==> src/rtl/rpm_consts.vh <==
`ifndef RPM_CONSTS_VH
`define RPM_CONSTS_VH

// Timing
`define RPM_CLK_NS 40
`define RPM_OSC_PER_MC 12
`define RPM_STATE_LAST 3'h5
`define RPM_RST_HOLD_MC 2
`define RPM_RST_HOLD_CYC (`RPM_RST_HOLD_MC * `RPM_OSC_PER_MC)
`define RPM_WDT_PULSE_MC 3
`define RPM_WDT_PULSE_CYC (`RPM_WDT_PULSE_MC * `RPM_OSC_PER_MC)
`define RPM_SOFT_RESET_BIT_MC 2
`define RPM_SOFT_RESET_BIT_CYC (`RPM_SOFT_RESET_BIT_MC * `RPM_OSC_PER_MC)

// Register indices and byte addresses
`define RPM_IDX_PWR 8'h87
`define RPM_IDX_AUX 8'h8e
`define RPM_IDX_AUX1 8'ha2
`define RPM_IDX_STAT 8'hc0
`define RPM_A_PWR {2'h0, `RPM_IDX_PWR, 2'h0}
`define RPM_A_AUX {2'h0, `RPM_IDX_AUX, 2'h0}
`define RPM_A_AUX1 {2'h0, `RPM_IDX_AUX1, 2'h0}
`define RPM_A_STAT {2'h0, `RPM_IDX_STAT, 2'h0}

// Field positions
`define RPM_PWR_POF 5
`define RPM_PWR_WLE 4
`define RPM_PWR_PD 1
`define RPM_PWR_IDL 0
`define RPM_AUX_AO 0
`define RPM_AUX1_WAKE_ENABLE_BIT 3
`define RPM_AUX1_SOFT_RESET_BIT 5
`define RPM_ST_IDLE 0
`define RPM_ST_PD 1
`define RPM_ST_WAKE 2
`define RPM_ST_EMU 3
`define RPM_ST_RST 4
`define RPM_ST_OSC 5
`define RPM_ST_RAMBLK 6

// Reset values and responses
`define RPM_AUX_RST 3'h2
`define RPM_RESP_OKAY 2'h0
`define RPM_RESP_SLVERR 2'h2

`endif

==> src/rtl/rpm_sync3.v <==
`timescale 1ns/1ns
module rpm_sync3 #(
   parameter W = 1,
   parameter [W-1:0] RST = {W{1'b0}}
) (
   // Clock and reset
   input wire aclk,
   input wire aresetn,
   // Asynchronous in, filtered level out
   input wire [W-1:0] async_in,
   output reg [W-1:0] level_reg
);
   reg [W-1:0] s1_reg;
   reg [W-1:0] s2_reg;
   reg [W-1:0] s3_reg;
   wire [W-1:0] agree = ~(s2_reg ^ s3_reg);

   always @(posedge aclk)
   begin
      if (!aresetn)
      begin
         s1_reg <= RST;
         s2_reg <= RST;
         s3_reg <= RST;
         level_reg <= RST;
      end
      else
      begin
         s1_reg <= async_in;
         s2_reg <= s1_reg;
         s3_reg <= s2_reg;
         level_reg <= (s2_reg & agree) | (level_reg & ~agree);
      end
   end
endmodule

==> src/rtl/rpm_pulse_timer.v <==
`timescale 1ns/1ns
module rpm_pulse_timer #(
   parameter LEN = 36,
   parameter CW = 6
) (
   // Clock and reset
   input wire aclk,
   input wire aresetn,
   // Trigger and pulse
   input wire start,
   output reg active_reg
);
   reg [CW-1:0] cnt_reg;

   // Pulse lasts exactly LEN clocks; retrigger while active is ignored
   always @(posedge aclk)
   begin
      if (!aresetn)
      begin
         cnt_reg <= {CW{1'b0}};
         active_reg <= 1'b0;
      end
      else if (!active_reg)
      begin
         if (start)
         begin
            active_reg <= 1'b1;
            cnt_reg <= LEN[CW-1:0] - {{(CW-1){1'b0}}, 1'b1};
         end
      end
      else if (cnt_reg == {CW{1'b0}})
         active_reg <= 1'b0;
      else
         cnt_reg <= cnt_reg - {{(CW-1){1'b0}}, 1'b1};
   end
endmodule

==> src/rtl/rpm_power_ctrl.v <==
`timescale 1ns/1ns
`include "rpm_consts.vh"
module rpm_power_ctrl (
   // Clock and reset
   input wire aclk,
   input wire aresetn,
   // AXI4-Lite slave
   input wire [11:0] s_axi_awaddr,
   input wire s_axi_awvalid,
   output reg s_axi_awready,
   input wire [31:0] s_axi_wdata,
   input wire [3:0] s_axi_wstrb,
   input wire s_axi_wvalid,
   output reg s_axi_wready,
   output reg [1:0] s_axi_bresp,
   output reg s_axi_bvalid,
   input wire s_axi_bready,
   input wire [11:0] s_axi_araddr,
   input wire s_axi_arvalid,
   output reg s_axi_arready,
   output reg [31:0] s_axi_rdata,
   output reg [1:0] s_axi_rresp,
   output reg s_axi_rvalid,
   input wire s_axi_rready,
   // Reset pin
   input wire rst_pin,
   output reg rst_pullup_reg,
   // External interrupt pins, active low
   input wire ext_irq_zero_n,
   input wire ext_irq_one_n,
   // Strobe pins and other pin controls
   input wire ale_i,
   output reg ale_o_reg,
   output reg ale_oe_reg,
   input wire progstore_strobe_n_i,
   output reg progstore_strobe_n_o_reg,
   output reg progstore_strobe_n_oe_reg,
   output reg port0_float_reg,
   output reg pins_weak_pull_reg,
   output reg pwm_force_high_reg,
   // Watchdog
   input wire wdt_overflow,
   input wire wdt_enable,
   input wire wdt_loaded,
   output reg wdt_load_allow_reg,
   // Core side
   input wire core_instr_done,
   input wire irq_pending,
   input wire irq_en_zero,
   input wire irq_en_one,
   input wire irq_level_zero,
   input wire irq_level_one,
   input wire powerdown_allow_input,
   input wire core_ale,
   input wire core_progstore_strobe_n_n,
   input wire ext_prog_mem,
   input wire ext_mem_access,
   input wire power_on_detect,
   output reg int_clk_reg,
   output reg cpu_halt_reg,
   output reg periph_halt_reg,
   output reg osc_enable_reg,
   output reg core_reset_reg,
   output reg ram_block_reg
);
   localparam [3:0] M_RUN = 4'h1;
   localparam [3:0] M_IDLE = 4'h2;
   localparam [3:0] M_PD = 4'h4;
   localparam [3:0] M_WAKE = 4'h8;

   // Synchronised pins
   wire rst_lvl;
   wire irq0_n_lvl;
   wire irq1_n_lvl;
   wire ale_lvl;
   wire progstore_strobe_n_lvl;
   rpm_sync3 #(.W(5), .RST(5'h1e)) u_sync (
      .aclk(aclk),
      .aresetn(aresetn),
      .async_in({rst_pin, ext_irq_zero_n, ext_irq_one_n, ale_i, progstore_strobe_n_i}),
      .level_reg({rst_lvl, irq0_n_lvl, irq1_n_lvl, ale_lvl, progstore_strobe_n_lvl})
   );

   // Divide by two; holds while the oscillator is stopped
   always @(posedge aclk)
   begin
      if (!aresetn)
         int_clk_reg <= 1'b0;
      else if (osc_enable_reg)
         int_clk_reg <= ~int_clk_reg;
   end

   // Reset sources
   localparam integer HOLD_INT = `RPM_RST_HOLD_CYC;
   localparam [4:0] HOLD_CYC = HOLD_INT[4:0];
   reg [4:0] rst_cnt_reg;
   wire hw_rst = rst_lvl && (rst_cnt_reg == HOLD_CYC);
   wire wdt_act;
   wire soft_reset_bit_act;
   reg soft_reset_bit_start;
   rpm_pulse_timer #(.LEN(`RPM_WDT_PULSE_CYC), .CW(6)) u_wdt_pulse (
      .aclk(aclk),
      .aresetn(aresetn),
      .start(wdt_overflow & wdt_enable),
      .active_reg(wdt_act)
   );
   rpm_pulse_timer #(.LEN(`RPM_SOFT_RESET_BIT_CYC), .CW(6)) u_soft_reset_bit_pulse (
      .aclk(aclk),
      .aresetn(aresetn),
      .start(soft_reset_bit_start),
      .active_reg(soft_reset_bit_act)
   );
   wire int_rst = hw_rst | wdt_act | soft_reset_bit_act;

   always @(posedge aclk)
   begin
      if (!aresetn)
         rst_cnt_reg <= 5'h0;
      else if (!rst_lvl)
         rst_cnt_reg <= 5'h0;
      else if (rst_cnt_reg != HOLD_CYC)
         rst_cnt_reg <= rst_cnt_reg + 5'h1;
   end

   // Register state
   reg pof_reg;
   reg wle_reg;
   reg pd_reg;
   reg idl_reg;
   reg [2:0] aux_reg;
   reg wake_enable_bit_reg;
   reg emu_reg;
   reg emu_cand_reg;
   reg [3:0] mode_reg;
   reg [3:0] mode_next;

   // AXI write path
   reg aw_got_reg;
   reg w_got_reg;
   reg [11:0] awaddr_reg;
   reg [7:0] wdata_reg;
   reg wlane_reg;
   wire do_write = aw_got_reg & w_got_reg & ~s_axi_bvalid;
   wire wr_en = do_write & wlane_reg;
   wire wr_pwr = wr_en && (awaddr_reg == `RPM_A_PWR);
   wire wr_aux = wr_en && (awaddr_reg == `RPM_A_AUX);
   wire wr_aux1 = wr_en && (awaddr_reg == `RPM_A_AUX1);
   wire wr_hit = (awaddr_reg == `RPM_A_PWR) || (awaddr_reg == `RPM_A_AUX)
      || (awaddr_reg == `RPM_A_AUX1) || (awaddr_reg == `RPM_A_STAT);

   always @(posedge aclk)
   begin
      if (!aresetn)
      begin
         s_axi_awready <= 1'b1;
         s_axi_wready <= 1'b1;
         s_axi_bvalid <= 1'b0;
         s_axi_bresp <= `RPM_RESP_OKAY;
         aw_got_reg <= 1'b0;
         w_got_reg <= 1'b0;
         awaddr_reg <= 12'h000;
         wdata_reg <= 8'h00;
         wlane_reg <= 1'b0;
         soft_reset_bit_start <= 1'b0;
      end
      else
      begin
         soft_reset_bit_start <= wr_aux1 & wdata_reg[`RPM_AUX1_SOFT_RESET_BIT];
         if (s_axi_awvalid & s_axi_awready)
         begin
            aw_got_reg <= 1'b1;
            s_axi_awready <= 1'b0;
            awaddr_reg <= {s_axi_awaddr[11:2], 2'h0};
         end
         if (s_axi_wvalid & s_axi_wready)
         begin
            w_got_reg <= 1'b1;
            s_axi_wready <= 1'b0;
            wdata_reg <= s_axi_wdata[7:0];
            wlane_reg <= s_axi_wstrb[0];
         end
         if (do_write)
         begin
            aw_got_reg <= 1'b0;
            w_got_reg <= 1'b0;
            s_axi_bvalid <= 1'b1;
            s_axi_bresp <= wr_hit ? `RPM_RESP_OKAY : `RPM_RESP_SLVERR;
         end
         else if (s_axi_bvalid & s_axi_bready)
         begin
            s_axi_bvalid <= 1'b0;
            s_axi_awready <= 1'b1;
            s_axi_wready <= 1'b1;
         end
      end
   end

   // AXI read path
   reg [7:0] rd_val;
   reg rd_hit;
   always @*
   begin
      rd_val = 8'h00;
      rd_hit = 1'b1;
      case ({s_axi_araddr[11:2], 2'h0})
         `RPM_A_PWR:
         begin
            rd_val[`RPM_PWR_POF] = pof_reg;
            rd_val[`RPM_PWR_WLE] = wle_reg;
            rd_val[`RPM_PWR_PD] = pd_reg;
            rd_val[`RPM_PWR_IDL] = idl_reg;
         end
         `RPM_A_AUX: rd_val[2:0] = aux_reg;
         `RPM_A_AUX1: rd_val[`RPM_AUX1_WAKE_ENABLE_BIT] = wake_enable_bit_reg;
         `RPM_A_STAT:
         begin
            rd_val[`RPM_ST_IDLE] = mode_reg[1];
            rd_val[`RPM_ST_PD] = mode_reg[2];
            rd_val[`RPM_ST_WAKE] = mode_reg[3];
            rd_val[`RPM_ST_EMU] = emu_reg;
            rd_val[`RPM_ST_RST] = core_reset_reg;
            rd_val[`RPM_ST_OSC] = osc_enable_reg;
            rd_val[`RPM_ST_RAMBLK] = ram_block_reg;
         end
         default: rd_hit = 1'b0;
      endcase
   end

   always @(posedge aclk)
   begin
      if (!aresetn)
      begin
         s_axi_arready <= 1'b1;
         s_axi_rvalid <= 1'b0;
         s_axi_rdata <= 32'h00000000;
         s_axi_rresp <= `RPM_RESP_OKAY;
      end
      else if (s_axi_arvalid & s_axi_arready)
      begin
         s_axi_arready <= 1'b0;
         s_axi_rvalid <= 1'b1;
         s_axi_rdata <= {24'h000000, rd_val};
         s_axi_rresp <= rd_hit ? `RPM_RESP_OKAY : `RPM_RESP_SLVERR;
      end
      else if (s_axi_rvalid & s_axi_rready)
      begin
         s_axi_rvalid <= 1'b0;
         s_axi_arready <= 1'b1;
      end
   end

   // Wake from power-down: enabled, level-sensitive line held low
   wire wake_low = (irq_en_zero & irq_level_zero & ~irq0_n_lvl)
      | (irq_en_one & irq_level_one & ~irq1_n_lvl);

   // Mode sequencing
   always @*
   begin
      mode_next = mode_reg;
      case (mode_reg)
         M_RUN:
            if (core_instr_done & pd_reg)
               mode_next = M_PD;
            else if (core_instr_done & idl_reg)
               mode_next = M_IDLE;
         M_IDLE:
            if (irq_pending | rst_lvl)
               mode_next = M_RUN;
         M_PD:
            if (wake_enable_bit_reg & wake_low)
               mode_next = M_WAKE;
         M_WAKE:
            if (!wake_low)
               mode_next = M_RUN;
         default: mode_next = M_RUN;
      endcase
      if (int_rst)
         mode_next = M_RUN;
   end

   // Mode and register bits; registers hold with no clock activity
   always @(posedge aclk)
   begin
      if (!aresetn)
      begin
         mode_reg <= M_RUN;
         pof_reg <= 1'b1;
         wle_reg <= 1'b0;
         pd_reg <= 1'b0;
         idl_reg <= 1'b0;
         aux_reg <= `RPM_AUX_RST;
         wake_enable_bit_reg <= 1'b0;
         ram_block_reg <= 1'b0;
      end
      else
      begin
         mode_reg <= mode_next;
         if (wr_pwr)
            pof_reg <= wdata_reg[`RPM_PWR_POF];
         if (power_on_detect)
            pof_reg <= 1'b1;
         if (int_rst)
         begin
            wle_reg <= 1'b0;
            pd_reg <= 1'b0;
            idl_reg <= 1'b0;
            aux_reg <= `RPM_AUX_RST;
            wake_enable_bit_reg <= 1'b0;
         end
         else
         begin
            if (wr_pwr)
            begin
               wle_reg <= wdata_reg[`RPM_PWR_WLE];
               pd_reg <= wdata_reg[`RPM_PWR_PD] & powerdown_allow_input;
               idl_reg <= wdata_reg[`RPM_PWR_IDL];
            end
            if (wdt_loaded)
               wle_reg <= 1'b0;
            if (wr_aux)
               aux_reg <= wdata_reg[2:0];
            if (wr_aux1)
               wake_enable_bit_reg <= wdata_reg[`RPM_AUX1_WAKE_ENABLE_BIT];
            if (mode_reg == M_IDLE && mode_next == M_RUN)
               idl_reg <= 1'b0;
            if (mode_reg == M_WAKE && mode_next == M_RUN)
               pd_reg <= 1'b0;
         end
         if (int_rst)
            ram_block_reg <= 1'b0;
         else if (mode_reg == M_IDLE && rst_lvl)
            ram_block_reg <= 1'b1;
      end
   end

   // Emulation entry sampled across reset release
   always @(posedge aclk)
   begin
      if (!aresetn)
      begin
         emu_reg <= 1'b0;
         emu_cand_reg <= 1'b0;
         core_reset_reg <= 1'b1;
      end
      else
      begin
         core_reset_reg <= int_rst;
         if (core_reset_reg)
            emu_cand_reg <= ~ale_lvl & progstore_strobe_n_lvl;
         if (core_reset_reg & ~int_rst)
            emu_reg <= emu_cand_reg & ~ale_lvl;
      end
   end

   // Pin and core control outputs
   wire n_idle = mode_next == M_IDLE;
   wire n_pd = mode_next == M_PD;
   wire n_wake = mode_next == M_WAKE;
   wire hands_off = emu_reg | int_rst;
   always @(posedge aclk)
   begin
      if (!aresetn)
      begin
         rst_pullup_reg <= 1'b0;
         ale_o_reg <= 1'b1;
         ale_oe_reg <= 1'b0;
         progstore_strobe_n_o_reg <= 1'b1;
         progstore_strobe_n_oe_reg <= 1'b0;
         port0_float_reg <= 1'b1;
         pins_weak_pull_reg <= 1'b1;
         pwm_force_high_reg <= 1'b1;
         wdt_load_allow_reg <= 1'b0;
         cpu_halt_reg <= 1'b1;
         periph_halt_reg <= 1'b0;
         osc_enable_reg <= 1'b1;
      end
      else
      begin
         rst_pullup_reg <= wdt_act;
         wdt_load_allow_reg <= wle_reg & ~wdt_loaded;
         cpu_halt_reg <= n_idle | n_pd | n_wake | int_rst;
         // Peripherals stay frozen until the wake-up exit completes
         periph_halt_reg <= n_pd | n_wake;
         osc_enable_reg <= ~n_pd | rst_lvl;
         pwm_force_high_reg <= n_idle | n_pd | n_wake | hands_off;
         port0_float_reg <= emu_reg | (ext_prog_mem & (n_idle | n_pd | n_wake));
         pins_weak_pull_reg <= hands_off;
         ale_oe_reg <= ~hands_off;
         progstore_strobe_n_oe_reg <= ~hands_off;
         if (n_idle)
         begin
            ale_o_reg <= 1'b1;
            progstore_strobe_n_o_reg <= 1'b1;
         end
         else if (n_pd | n_wake)
         begin
            ale_o_reg <= 1'b0;
            progstore_strobe_n_o_reg <= 1'b0;
         end
         else
         begin
            ale_o_reg <= aux_reg[`RPM_AUX_AO] ? (ext_mem_access & core_ale) : core_ale;
            progstore_strobe_n_o_reg <= core_progstore_strobe_n_n;
         end
      end
   end
endmodule

==> config.mk <==
export PLATFORM = sky130hd
export DESIGN_NAME = rpm_power_ctrl
export DESIGN_NICKNAME = d
export VERILOG_FILES = /design/src/rtl/rpm_sync3.v /design/src/rtl/rpm_pulse_timer.v /design/src/rtl/rpm_power_ctrl.v
export VERILOG_INCLUDE_DIRS = /design/src /design/src/rtl
export SDC_FILE = /design/constraint.sdc
export NUM_CORES = 1
export LEC_CHECK = 0
export ABC_AREA = 1
export ABC_CLOCK_PERIOD_IN_PS = 2100
export BUFFER_PORTS_ARGS = -buffer_cell sky130_fd_sc_hd__buf_2
export CORE_ASPECT_RATIO = 0.8
export CORE_MARGIN = 4
export CORE_UTILIZATION = 33
export CTS_CLUSTER_DIAMETER = 200
export DETAILED_ROUTE_END_ITERATION = 10
export HOLD_SLACK_MARGIN = 0.08
export PLACE_DENSITY = 0.64
export SETUP_SLACK_MARGIN = 0.3
export SYNTH_ARGS = -nofsm -noshare
export SYNTH_HDL_FRONTEND = slang
export SYNTH_SLANG_ARGS = --single-unit
export TNS_END_PERCENT = 1
==> constraint.sdc <==
create_clock -name aclk -period 2.1 [get_ports aclk]
set_clock_uncertainty 0.15 [all_clocks]
set_input_delay 0.21 -clock aclk [delete_from_list [all_inputs] [get_ports aclk]]
set_output_delay 0.21 -clock aclk [all_outputs]
set_load 0.03 [all_outputs]
==> impl_metrics.tcl, run 1 <==
set metrics [dict create \
    status "complete, no violations" \
    finalCritPeriodShare_pct 77.6 \
    n_antenna_cell 0 \
    hold_viol 0 \
    clock_sinks 101 \
    syn2layout_area_growth_pct 25.2 \
    cts_resized 0 \
    pin_count 143 \
    grt_pass1_wl_um 17500 \
    critPathCaptureType "register" \
    ys_ff_latch 101 \
    nFillCells 1365 \
    grtUsageTotal_pct 13.7 \
    min_period_ps 1630 \
    slew_viol_final 0 \
    clock_latency_ps 350 \
    synth_seq_area_share_pct 45.0 \
    dr.pass1.iters 4 \
    synth_top_cell_area_share_pct 45.0 \
    grt-ovfl-total 0 \
    cts_max_level 3 \
    ys_top_cells_by_count "dfxtp_1, nand2_1, nor2_1" \
    worst_ep_arrival_time_ps 1720 \
    fin_area_mm2 0.00563 \
    fin_ws_ps 471 \
    crit_fanout 7 \
    power_density_mw_per_mm2 752 \
    synth_cells 593 \
    die_y_um 112 \
    synth_edf_count 0 \
    max_freq_mhz 614 \
    placed_cell_area_mm2 0.00499 \
    final_net_count 801 \
    ant_nets 0 \
    synth_top_flop_cell "dfxtp_1" \
    grt_pass1_vias 3592 \
    max_cap_viol_count 0 \
    via_count 3895 \
    multi_input_area_mm2 0.00202 \
    antenna_found_initial 0 \
    ys_warn_count 0 \
    cts_buffers 9 \
    avgRoutedWirePerCell_um 12.0 \
    port_buffers 82 \
    critPathKind "register to register" \
    coreArea_mm2 0.0131 \
    clockBufferDepth 2 \
    pre_cts_ws_ps 452 \
    p_leak_uw 0.00257 \
    root_buffer "clkbuf_16" \
    setup_violations 0 \
    rows 37 \
    min-delay-path-class "input port to register" \
    grt_max_degree 40 \
    max-vdd-ir-drop_uv 395 \
    cts_tree "done" \
    yosysTopAreaCell "dfxtp_1" \
    syn_area_mm2 0.00450 \
    clkSlewWorstSetupHoldPaths_ps 70 \
    viasPerCell 4.38 \
    yosys-top-cells-area "dfxtp_1, nand2_1, nor2_1" \
    avgSynthCellArea_um2 7.58 \
    rsz0062_at_grt "false" \
    routabilityCongestion 0.849 \
    die_width_um 138 \
    dp_hpwl_um 7840 \
    routed_wl_um 10700 \
    drtIter0Drc 205 \
    dieArea_mm2 0.0156 \
    layout-drive-gt1-share_pct 22.0 \
    regArea_mm2 0.00202 \
    largest_reg_flops 10 \
    async_flop_share_pct 0 \
    synth_cell_types 39 \
    start_util_pct 34.3 \
    drcViolationCount 0 \
    startpoint_type "register" \
    p_total_uw 4230 \
    crit_required_ps 2190 \
    tns_ps 0 \
]
-- per-stage QoR --
| step | hold WS [ps] | instances | util, % |
|---|---|---|---|
| floorplan | 138 | 619 | - |
| global placement | 244 | 838 | 38.1 |
| detailed placement | 248 | 838 | 38.1 |
| CTS | 90.3 | 889 | 43.0 |
| global route | 100 | 889 | 43.0 |
| finish | 88.5 | 889 | 43.0 |
-- layout make-up --
cell class,instances,area share (%)
clock inverter,5,0.756
sequential,101,35.9
multi-input combinational,401,35.8
inverter,77,5.18
timing repair buffer,120,14.2
clock buffer,10,4.24
tap,175,3.89
-- metal layers --
layer | global-route usage [%] | wire, um | vias to the layer above
li1 | - | - | 2073
met5 | 0 | 0 | -
met1 | 19.4 | 5280 | 1736
met2 | 20.6 | 4730 | 81
met4 | 3.16 | 55 | 0
met3 | 4.13 | 600 | 5
-- report_power, final --
part	internal [uW]	total [uW]	switching [uW]
Clock	842	1590	751
Sequential	2000	2060	55.0
Combinational	208	580	372
-- placed cells by master (no fill, tap or decap), types with 5 or more instances in the layout --
master / count
buf_2: 82
inv_2: 12
nand3_1: 30
o21ai_1: 5
o21ai_0: 36
nor3_1: 9
nand2_1: 101
or2_2: 14
nand4_1: 16
nor2_2: 8
clkbuf_16: 9
nor2_4: 7
dfxtp_1: 101
nor2_1: 70
a21oi_1: 37
dlygate4sd3_1: 36
inv_1: 64
conb_1: 27
nand2_2: 6
-- kinds of logic (layout without fill, tap and decap cells) --
kind of cell | after synthesis | count (layout) | share of synthesized area, %
buffers and inverters | 117 | 212 | 12.3
xor gates and xnor gates | 4 | 4 | 0.779
and+or+nand+nor | 276 | 276 | 29.8
other | 1 | 27 | 0.0834
DFF | 101 | 101 | 45.0
AOI/OAI and AO/OA | 89 | 89 | 10.7
adders and majority gates | 5 | 5 | 1.34
-- path summary, 6_finish.rpt --
path                                    start                     endpoint  slack [ps]  cells past startpoint
setup reg to reg  rst_cnt_reg[0]$_SDFFE_PN0P_         ale_o_reg$_SDFF_PP1_         470                      7
hold / removal                        aresetn  s_axi_rdata[0]$_SDFFE_PN0P_          90                      3
setup / recovery  rst_cnt_reg[0]$_SDFFE_PN0P_         ale_o_reg$_SDFF_PP1_         470                      7
hold reg to reg   u_sync.s1_reg[4]$_SDFF_PN1_  u_sync.s2_reg[4]$_SDFF_PN1_         260                      1
-- worst max-delay path, stage by stage, from the launching register on --
cell,delay [ps]
dfxtp_1,330
inv_1,80
ha_1,190
nand4_4,140
o21ai_4,260
inv_4,110
a21oi_2,200
nand2_1,70
-- what timing repair did --
item | in CTS | in global routing
hold endpoints to repair | 34 | 0
setup buffers | 0 | 0
hold buffers | 36 | 0
(Power assumes the default switching activity.)
==> run 2, diff against run 1 <==
ABC_CLOCK_PERIOD_IN_PS = 1500   (was 2100)
clock period = 1.5 ns   (was 2.1 ns; I/O delays follow)
==> run 2 against run 1 <==
Against the previous run: first-iteration DRC count shrank 17%; global-route usage decreased by 0.10 points; utilization grew 4.0 points; flip-flop and latch count did not move; die area unchanged; final cell count increased by 2.0%; non-clock buffer count rose by 17; count of clock-buffer cells in the layout up 1; sequential power up 41%; worst hold slack about the same; critical path depth up 2; register-to-register slack got worse by 460 ps; largest cell class is now multi-input gates; highest routed layer unchanged.
==> impl_metrics.tcl, run 2 (synthesis gave the netlist of run 1 again) <==
set metrics [dict create \
    pre_cts_ws_ps -7.96 \
    avgRoutedWirePerCell_um 11.7 \
    switching_power_uw 1650 \
    dr.pass1.iters 4 \
    port_buffers 82 \
    drtIter0Drc 170 \
    rows 37 \
    r2r.worst_path.cells 9 \
    r2r_end "port0_float_reg$_SDFF_PN1_" \
    routed_wl_um 10600 \
    clockPowerShare_pct 39.0 \
    nFillCells 1281 \
    root_buffer "clkbuf_16" \
    die_width_um 138 \
    p_leak_uw 0.00275 \
    grt_max_degree 39 \
    critPathCapture "port0_float_reg$_SDFF_PN1_" \
    r2r-start "rst_cnt_reg[0]$_SDFFE_PN0P_" \
    cp_slowest_cell "dfxtp_2" \
    crit_chain "inv_2 > ha_4 > nand4_4 > o21ai_4 > inv_4 > nand2_4 > nor2_4 > nand2_1 > nand3_1" \
    min-delay-path-class "input port to register" \
    max_cap_viol_count 0 \
    clock_latency_ps 340 \
    routabilityCongestion 0.841 \
    numPlacedInstances 855 \
    n_antenna_cell 0 \
    p_int_uw 4650 \
    syn2layout_area_growth_pct 36.9 \
    start_util_pct 34.3 \
    layout-drive-gt1-share_pct 33.3 \
    critPathCaptureType "register" \
    pin_count 143 \
    via_count 3947 \
    final_cell_mix "nand2_1, dfxtp_1, buf_2" \
    dieArea_mm2 0.0156 \
    final_core_util_pct 47.0 \
    fin_ws_ps 12.9 \
    status "complete, no violations" \
    worst_ep_arrival_time_ps 1550 \
    ant_nets 0 \
    max-vdd-ir-drop_uv 535 \
    power_density_mw_per_mm2 1020 \
    crit_fanout 7 \
    critPathMaxStageDelay_ps 320 \
    clock_sinks 101 \
    critPathKind "register to register" \
    hold_viol 0 \
    clkSlewWorstSetupHoldPaths_ps 70 \
    cts_tree "done" \
    final_net_count 818 \
    cp-startpoint "rst_cnt_reg[0]$_SDFFE_PN0P_" \
    largest_reg_flops 10 \
    dp_hpwl_um 7730 \
    clockBufferDepth 2 \
    drcViolationCount 0 \
    setup_violations 0 \
    finalCritPeriodShare_pct 99.1 \
    startpoint_type "register" \
    sw_frac_of_total_pct 26.2 \
    min_period_ps 1490 \
    crit_required_ps 1570 \
    grt-ovfl-total 0 \
    min_from "wdt_enable" \
    cts_max_level 3 \
    r2r_slack_ps 10 \
    cts_buffers 9 \
    grt_pass1_vias 3739 \
    coreArea_mm2 0.0131 \
    instances_no_fill 907 \
    max_freq_mhz 672 \
    grtUsageTotal_pct 13.6 \
    slew_viol_final 0 \
    pwr-share-seq_pct 46.0 \
    grt_pass1_wl_um 17500 \
    antenna_found_initial 0 \
    viasPerCell 4.35 \
    p_comb_share_pct 15.0 \
    rsz0062_at_grt "true" \
    die_y_um 112 \
    mostFrequentLayoutCell "nand2_1" \
]
[run 2: cell types whose count changed in the layout (fill, tap and decap cells not counted), sizes merged]
| cell | before | now |
|---|---|---|
| buf | 84 | 104 |
| dlygate4sd3 | 36 | 33 |
| bufinv | 0 | 2 |
| clkbuf | 10 | 11 |
| clkinv | 2 | 1 |
| inv | 79 | 78 |
[run 2: critical path: cells and delay by family (launching register included)]
| kind | cells | cell delay (ps) |
|---|---|---|
| and+or+nand+nor | 5 | 330 |
| adders and majority gates | 1 | 140 |
| buffers and inverters | 2 | 180 |
| DFF | 1 | 320 |
| AOI/OAI and AO/OA | 1 | 230 |
[run 2: final cells by class]
cell class	instances	area, um^2	area share, %
sequential	101	2050	33.3
timing repair buffer	137	985	16.0
clock buffer	11	233	3.78
inverter	77	304	4.94
multi-input combinational	401	2280	37.1
clock inverter	5	83.8	1.36
tap	175	219	3.56
[run 2: power by group through the flow]
stage | registers, uW | clock network [uW] | logic (uW)
global placement | 2940 | 0 | 771
CTS | 2890 | 2510 | 894
global route | 2920 | 2610 | 1050
finish | 2900 | 2460 | 946
detailed placement | 2940 | 0 | 777
floorplan | 3010 | 0 | 512
[run 2: routing by layer]
layer,GRT usage [%],part of all wire (%),vias up
li1,-,-,2119
met1,18.2,49,1744
met2,21.5,44,75
met3,4.22,5.3,9
met4,3.62,1.1,0
met5,0,0,-
[run 2: through the flow]
| stage | total power, uW | cell area (um^2) | TNS (ps) | hold WS, ps |
|---|---|---|---|---|
| 2_1_floorplan | 3530 | 4610 | 0 | 78.5 |
| 3_3_place_gp | 3710 | 5130 | 0 | 185 |
| 3_5_place_dp | 3720 | 5130 | -13.6 | 183 |
| 4_1_cts | 6300 | 5980 | -0.889 | 82.7 |
| 5_1_grt | 6570 | 6150 | -491 | 101 |
| 6_report | 6310 | 6150 | 0 | 88.2 |
[run 2: what timing repair did]
item / in CTS / in global routing
resized for setup: 64 / 60
hold buffers: 33 / 1
pin swaps: 53 / 37
buffers inserted: 2 / 0
endpoints found under the hold margin: 34 / 1
setup endpoints to repair: 58 / 74
[run 2: worst min path at each step]
stage	to	slack, ps	depth (start not counted)
6_report	u_wdt_pulse.cnt_reg[2]$_SDFFE_PN0P_	90	6
5_1_grt	u_sync.s1_reg[0]$_SDFF_PN0_	100	4
4_1_cts	s_axi_rdata[6]$_SDFFE_PN0P_	80	6
3_5_place_dp	u_sync.s1_reg[0]$_SDFF_PN0_	180	3
3_3_place_gp	u_sync.s1_reg[0]$_SDFF_PN0_	180	3
2_1_floorplan	wdt_load_allow_reg$_SDFF_PN0_	80	1
==> run 3, diff against run 2 <==
CORE_UTILIZATION = 51   (was 33)
PLACE_DENSITY = 0.88   (was 0.64)
==> run 3 against run 2 <==
Against the previous run: the run now ends with negative setup slack left; final cell count fell by 7.1%; total power down 9.7%; worst hold slack got worse by 62 ps; critical endpoint is now u_soft_reset_bit_pulse.cnt_reg[4]$_SDFFE_PN0P_.
==> impl_metrics.tcl, run 3 (synthesis gave the netlist of run 1 again) <==
set metrics [dict create \
    status "finished with violations" \
    violations "negative setup slack" \
    final_cell_mix "nand2_1, dfxtp_1, nor2_1" \
    clock_sinks 101 \
    cp-startpoint "u_soft_reset_bit_pulse.cnt_reg[0]$_SDFFE_PN0P_" \
    ant_nets 0 \
    p_leak_uw 0.00271 \
    start_util_pct 52.8 \
    grt_pass1_vias 4156 \
    max-vdd-ir-drop_uv 596 \
    cts_tree "done" \
    final_net_count 817 \
    worst_ep_arrival_time_ps 1630 \
    crit_required_ps 1600 \
    mostFrequentLayoutCell "nand2_1" \
    tns_ps -107 \
    grtUsageTotal_pct 22.9 \
    crit_path_frequent_cell "inv_2" \
    coreArea_mm2 0.00852 \
    max_cap_viol_count 0 \
    n_antenna_cell 0 \
    min-delay-path-class "input port to register" \
    r2r_end "u_soft_reset_bit_pulse.cnt_reg[4]$_SDFFE_PN0P_" \
    dr.pass1.iters 5 \
    largest_reg_flops 10 \
    crit_chain "inv_2 > ha_4 > inv_2 > nor3_4 > nand4_1 > nand2_2 > inv_2 > nand2_1 > a21oi_1" \
    layout-drive-gt1-share_pct 34.7 \
    dp_hpwl_um 7520 \
    max-slew-margin-rel_pct 63.7 \
    root_buffer "clkbuf_8" \
    via_count 4387 \
    crit_fanout 6 \
    rows 30 \
    avgRoutedWirePerCell_um 14.9 \
    min_from "s_axi_araddr[2]" \
    rsz0062_at_grt "true" \
    cts_max_level 3 \
    startpoint_type "register" \
    critPathKind "register to register" \
    critPathMaxStageDelay_ps 340 \
    finalCritPeriodShare_pct 102 \
    antenna_found_initial 0 \
    path_buf_inv 3 \
    grt_pass1_wl_um 19400 \
    dieArea_mm2 0.0104 \
    r2r.worst_path.cells 9 \
    syn2layout_area_growth_pct 35.2 \
    worst_pin_slew_ps 543 \
    clock_latency_ps 370 \
    power_density_mw_per_mm2 938 \
    cp_slowest_cell "dfxtp_2" \
    fin_ws_ps -33.3 \
    slew_viol_final 0 \
    r2r_slack_ps -30 \
    hold_depth 4 \
    clkSlewWorstSetupHoldPaths_ps 100 \
    critical-path-top-delay-family "simple AND/OR/NAND/NOR gates" \
    cts_buffers 9 \
    drcViolationCount 0 \
    critPathCaptureType "register" \
    routabilityCongestion 0.911 \
    final_core_util_pct 71.3 \
    die_width_um 113 \
    hold_viol 0 \
    clockBufferDepth 2 \
    grt-ovfl-total 0 \
    port_buffers 82 \
    min_period_ps 1530 \
    pin_count 143 \
    viasPerCell 5.20 \
    r2r-start "u_soft_reset_bit_pulse.cnt_reg[0]$_SDFFE_PN0P_" \
    nFillCells 609 \
    holdPathEnd "s_axi_rdata[6]$_SDFFE_PN0P_" \
    grt_max_degree 31 \
    routed_wl_um 12600 \
    max_freq_mhz 652 \
    die_y_um 92.0 \
    setup_violations 6 \
    drtIter0Drc 293 \
]
run 3: cell count changes in the layout (fill, tap and decap cells not counted), moves of 4 or more:
cell / change
nand2_1: +4
buf_2: -16
dfxtp_1: -11
nand2_2: -4
buf_6: +13
clkbuf_8: +10
buf_4: -4
clkbuf_16: -9
dfxtp_2: +11
run 3: how the worst max path moves through the flow:
| stage | endpoint | cells past startpoint |
|---|---|---|
| 2_1_floorplan | idl_reg$_SDFFE_PP0P_ | 9 |
| 3_3_place_gp | u_soft_reset_bit_pulse.cnt_reg[0]$_SDFFE_PN0P_ | 9 |
| 3_5_place_dp | u_soft_reset_bit_pulse.cnt_reg[0]$_SDFFE_PN0P_ | 9 |
| 4_1_cts | u_soft_reset_bit_pulse.cnt_reg[0]$_SDFFE_PN0P_ | 9 |
| 5_1_grt | u_soft_reset_bit_pulse.cnt_reg[0]$_SDFFE_PN0P_ | 9 |
| 6_report | u_soft_reset_bit_pulse.cnt_reg[4]$_SDFFE_PN0P_ | 9 |
run 3: area by class of cell:
cell class / instances / area (um^2) / area share, %
multi-input combinational: 402 / 2290 / 37.8
inverter: 77 / 297 / 4.88
clock inverter: 6 / 68.8 / 1.13
tap: 112 / 140 / 2.31
clock buffer: 10 / 138 / 2.26
timing repair buffer: 135 / 1080 / 17.7
sequential: 101 / 2060 / 33.9
run 3: per-layer routing:
metal	GRT usage, %	routed length, um
met3	5.74	863
met1	27.7	5090
met5	0	0
met2	39.6	6230
met4	7.31	420
run 3: what timing repair did:
action,CTS,global route
gates resized for setup,97,64
hold buffers,34,2
setup endpoints to repair,83,97
buffers inserted,4,0
cloned,1,0
hold endpoints to repair,43,6
pin swaps,60,29
run 3: metrics by stage:
step	hold slack, ps	total power (uW)	instance area (um^2)	instances	worst slack, ps
after floorplan	78.5	3530	4610	619	71.0
after global placement	186	3680	5020	786	4.54
after detailed placement	183	3710	5020	786	-121
after CTS	10.1	5610	5870	841	-46.3
after global routing	60.7	5950	6080	843	-83.7
final	26.1	5700	6080	843	-33.3
run 3: worst register-to-register path, delay by kind of cell (launching register included):
kind / cells / cell delay, ps
buffers and inverters: 3 / 200
and+or+nand+nor: 4 / 530
DFF: 1 / 340
adders and majority gates: 1 / 140
AOI/OAI and AO/OA: 1 / 60
run 3: where the power goes:
group,switching (uW),internal [uW]
combinational,609,392
sequential,99.2,2810
clock,955,829
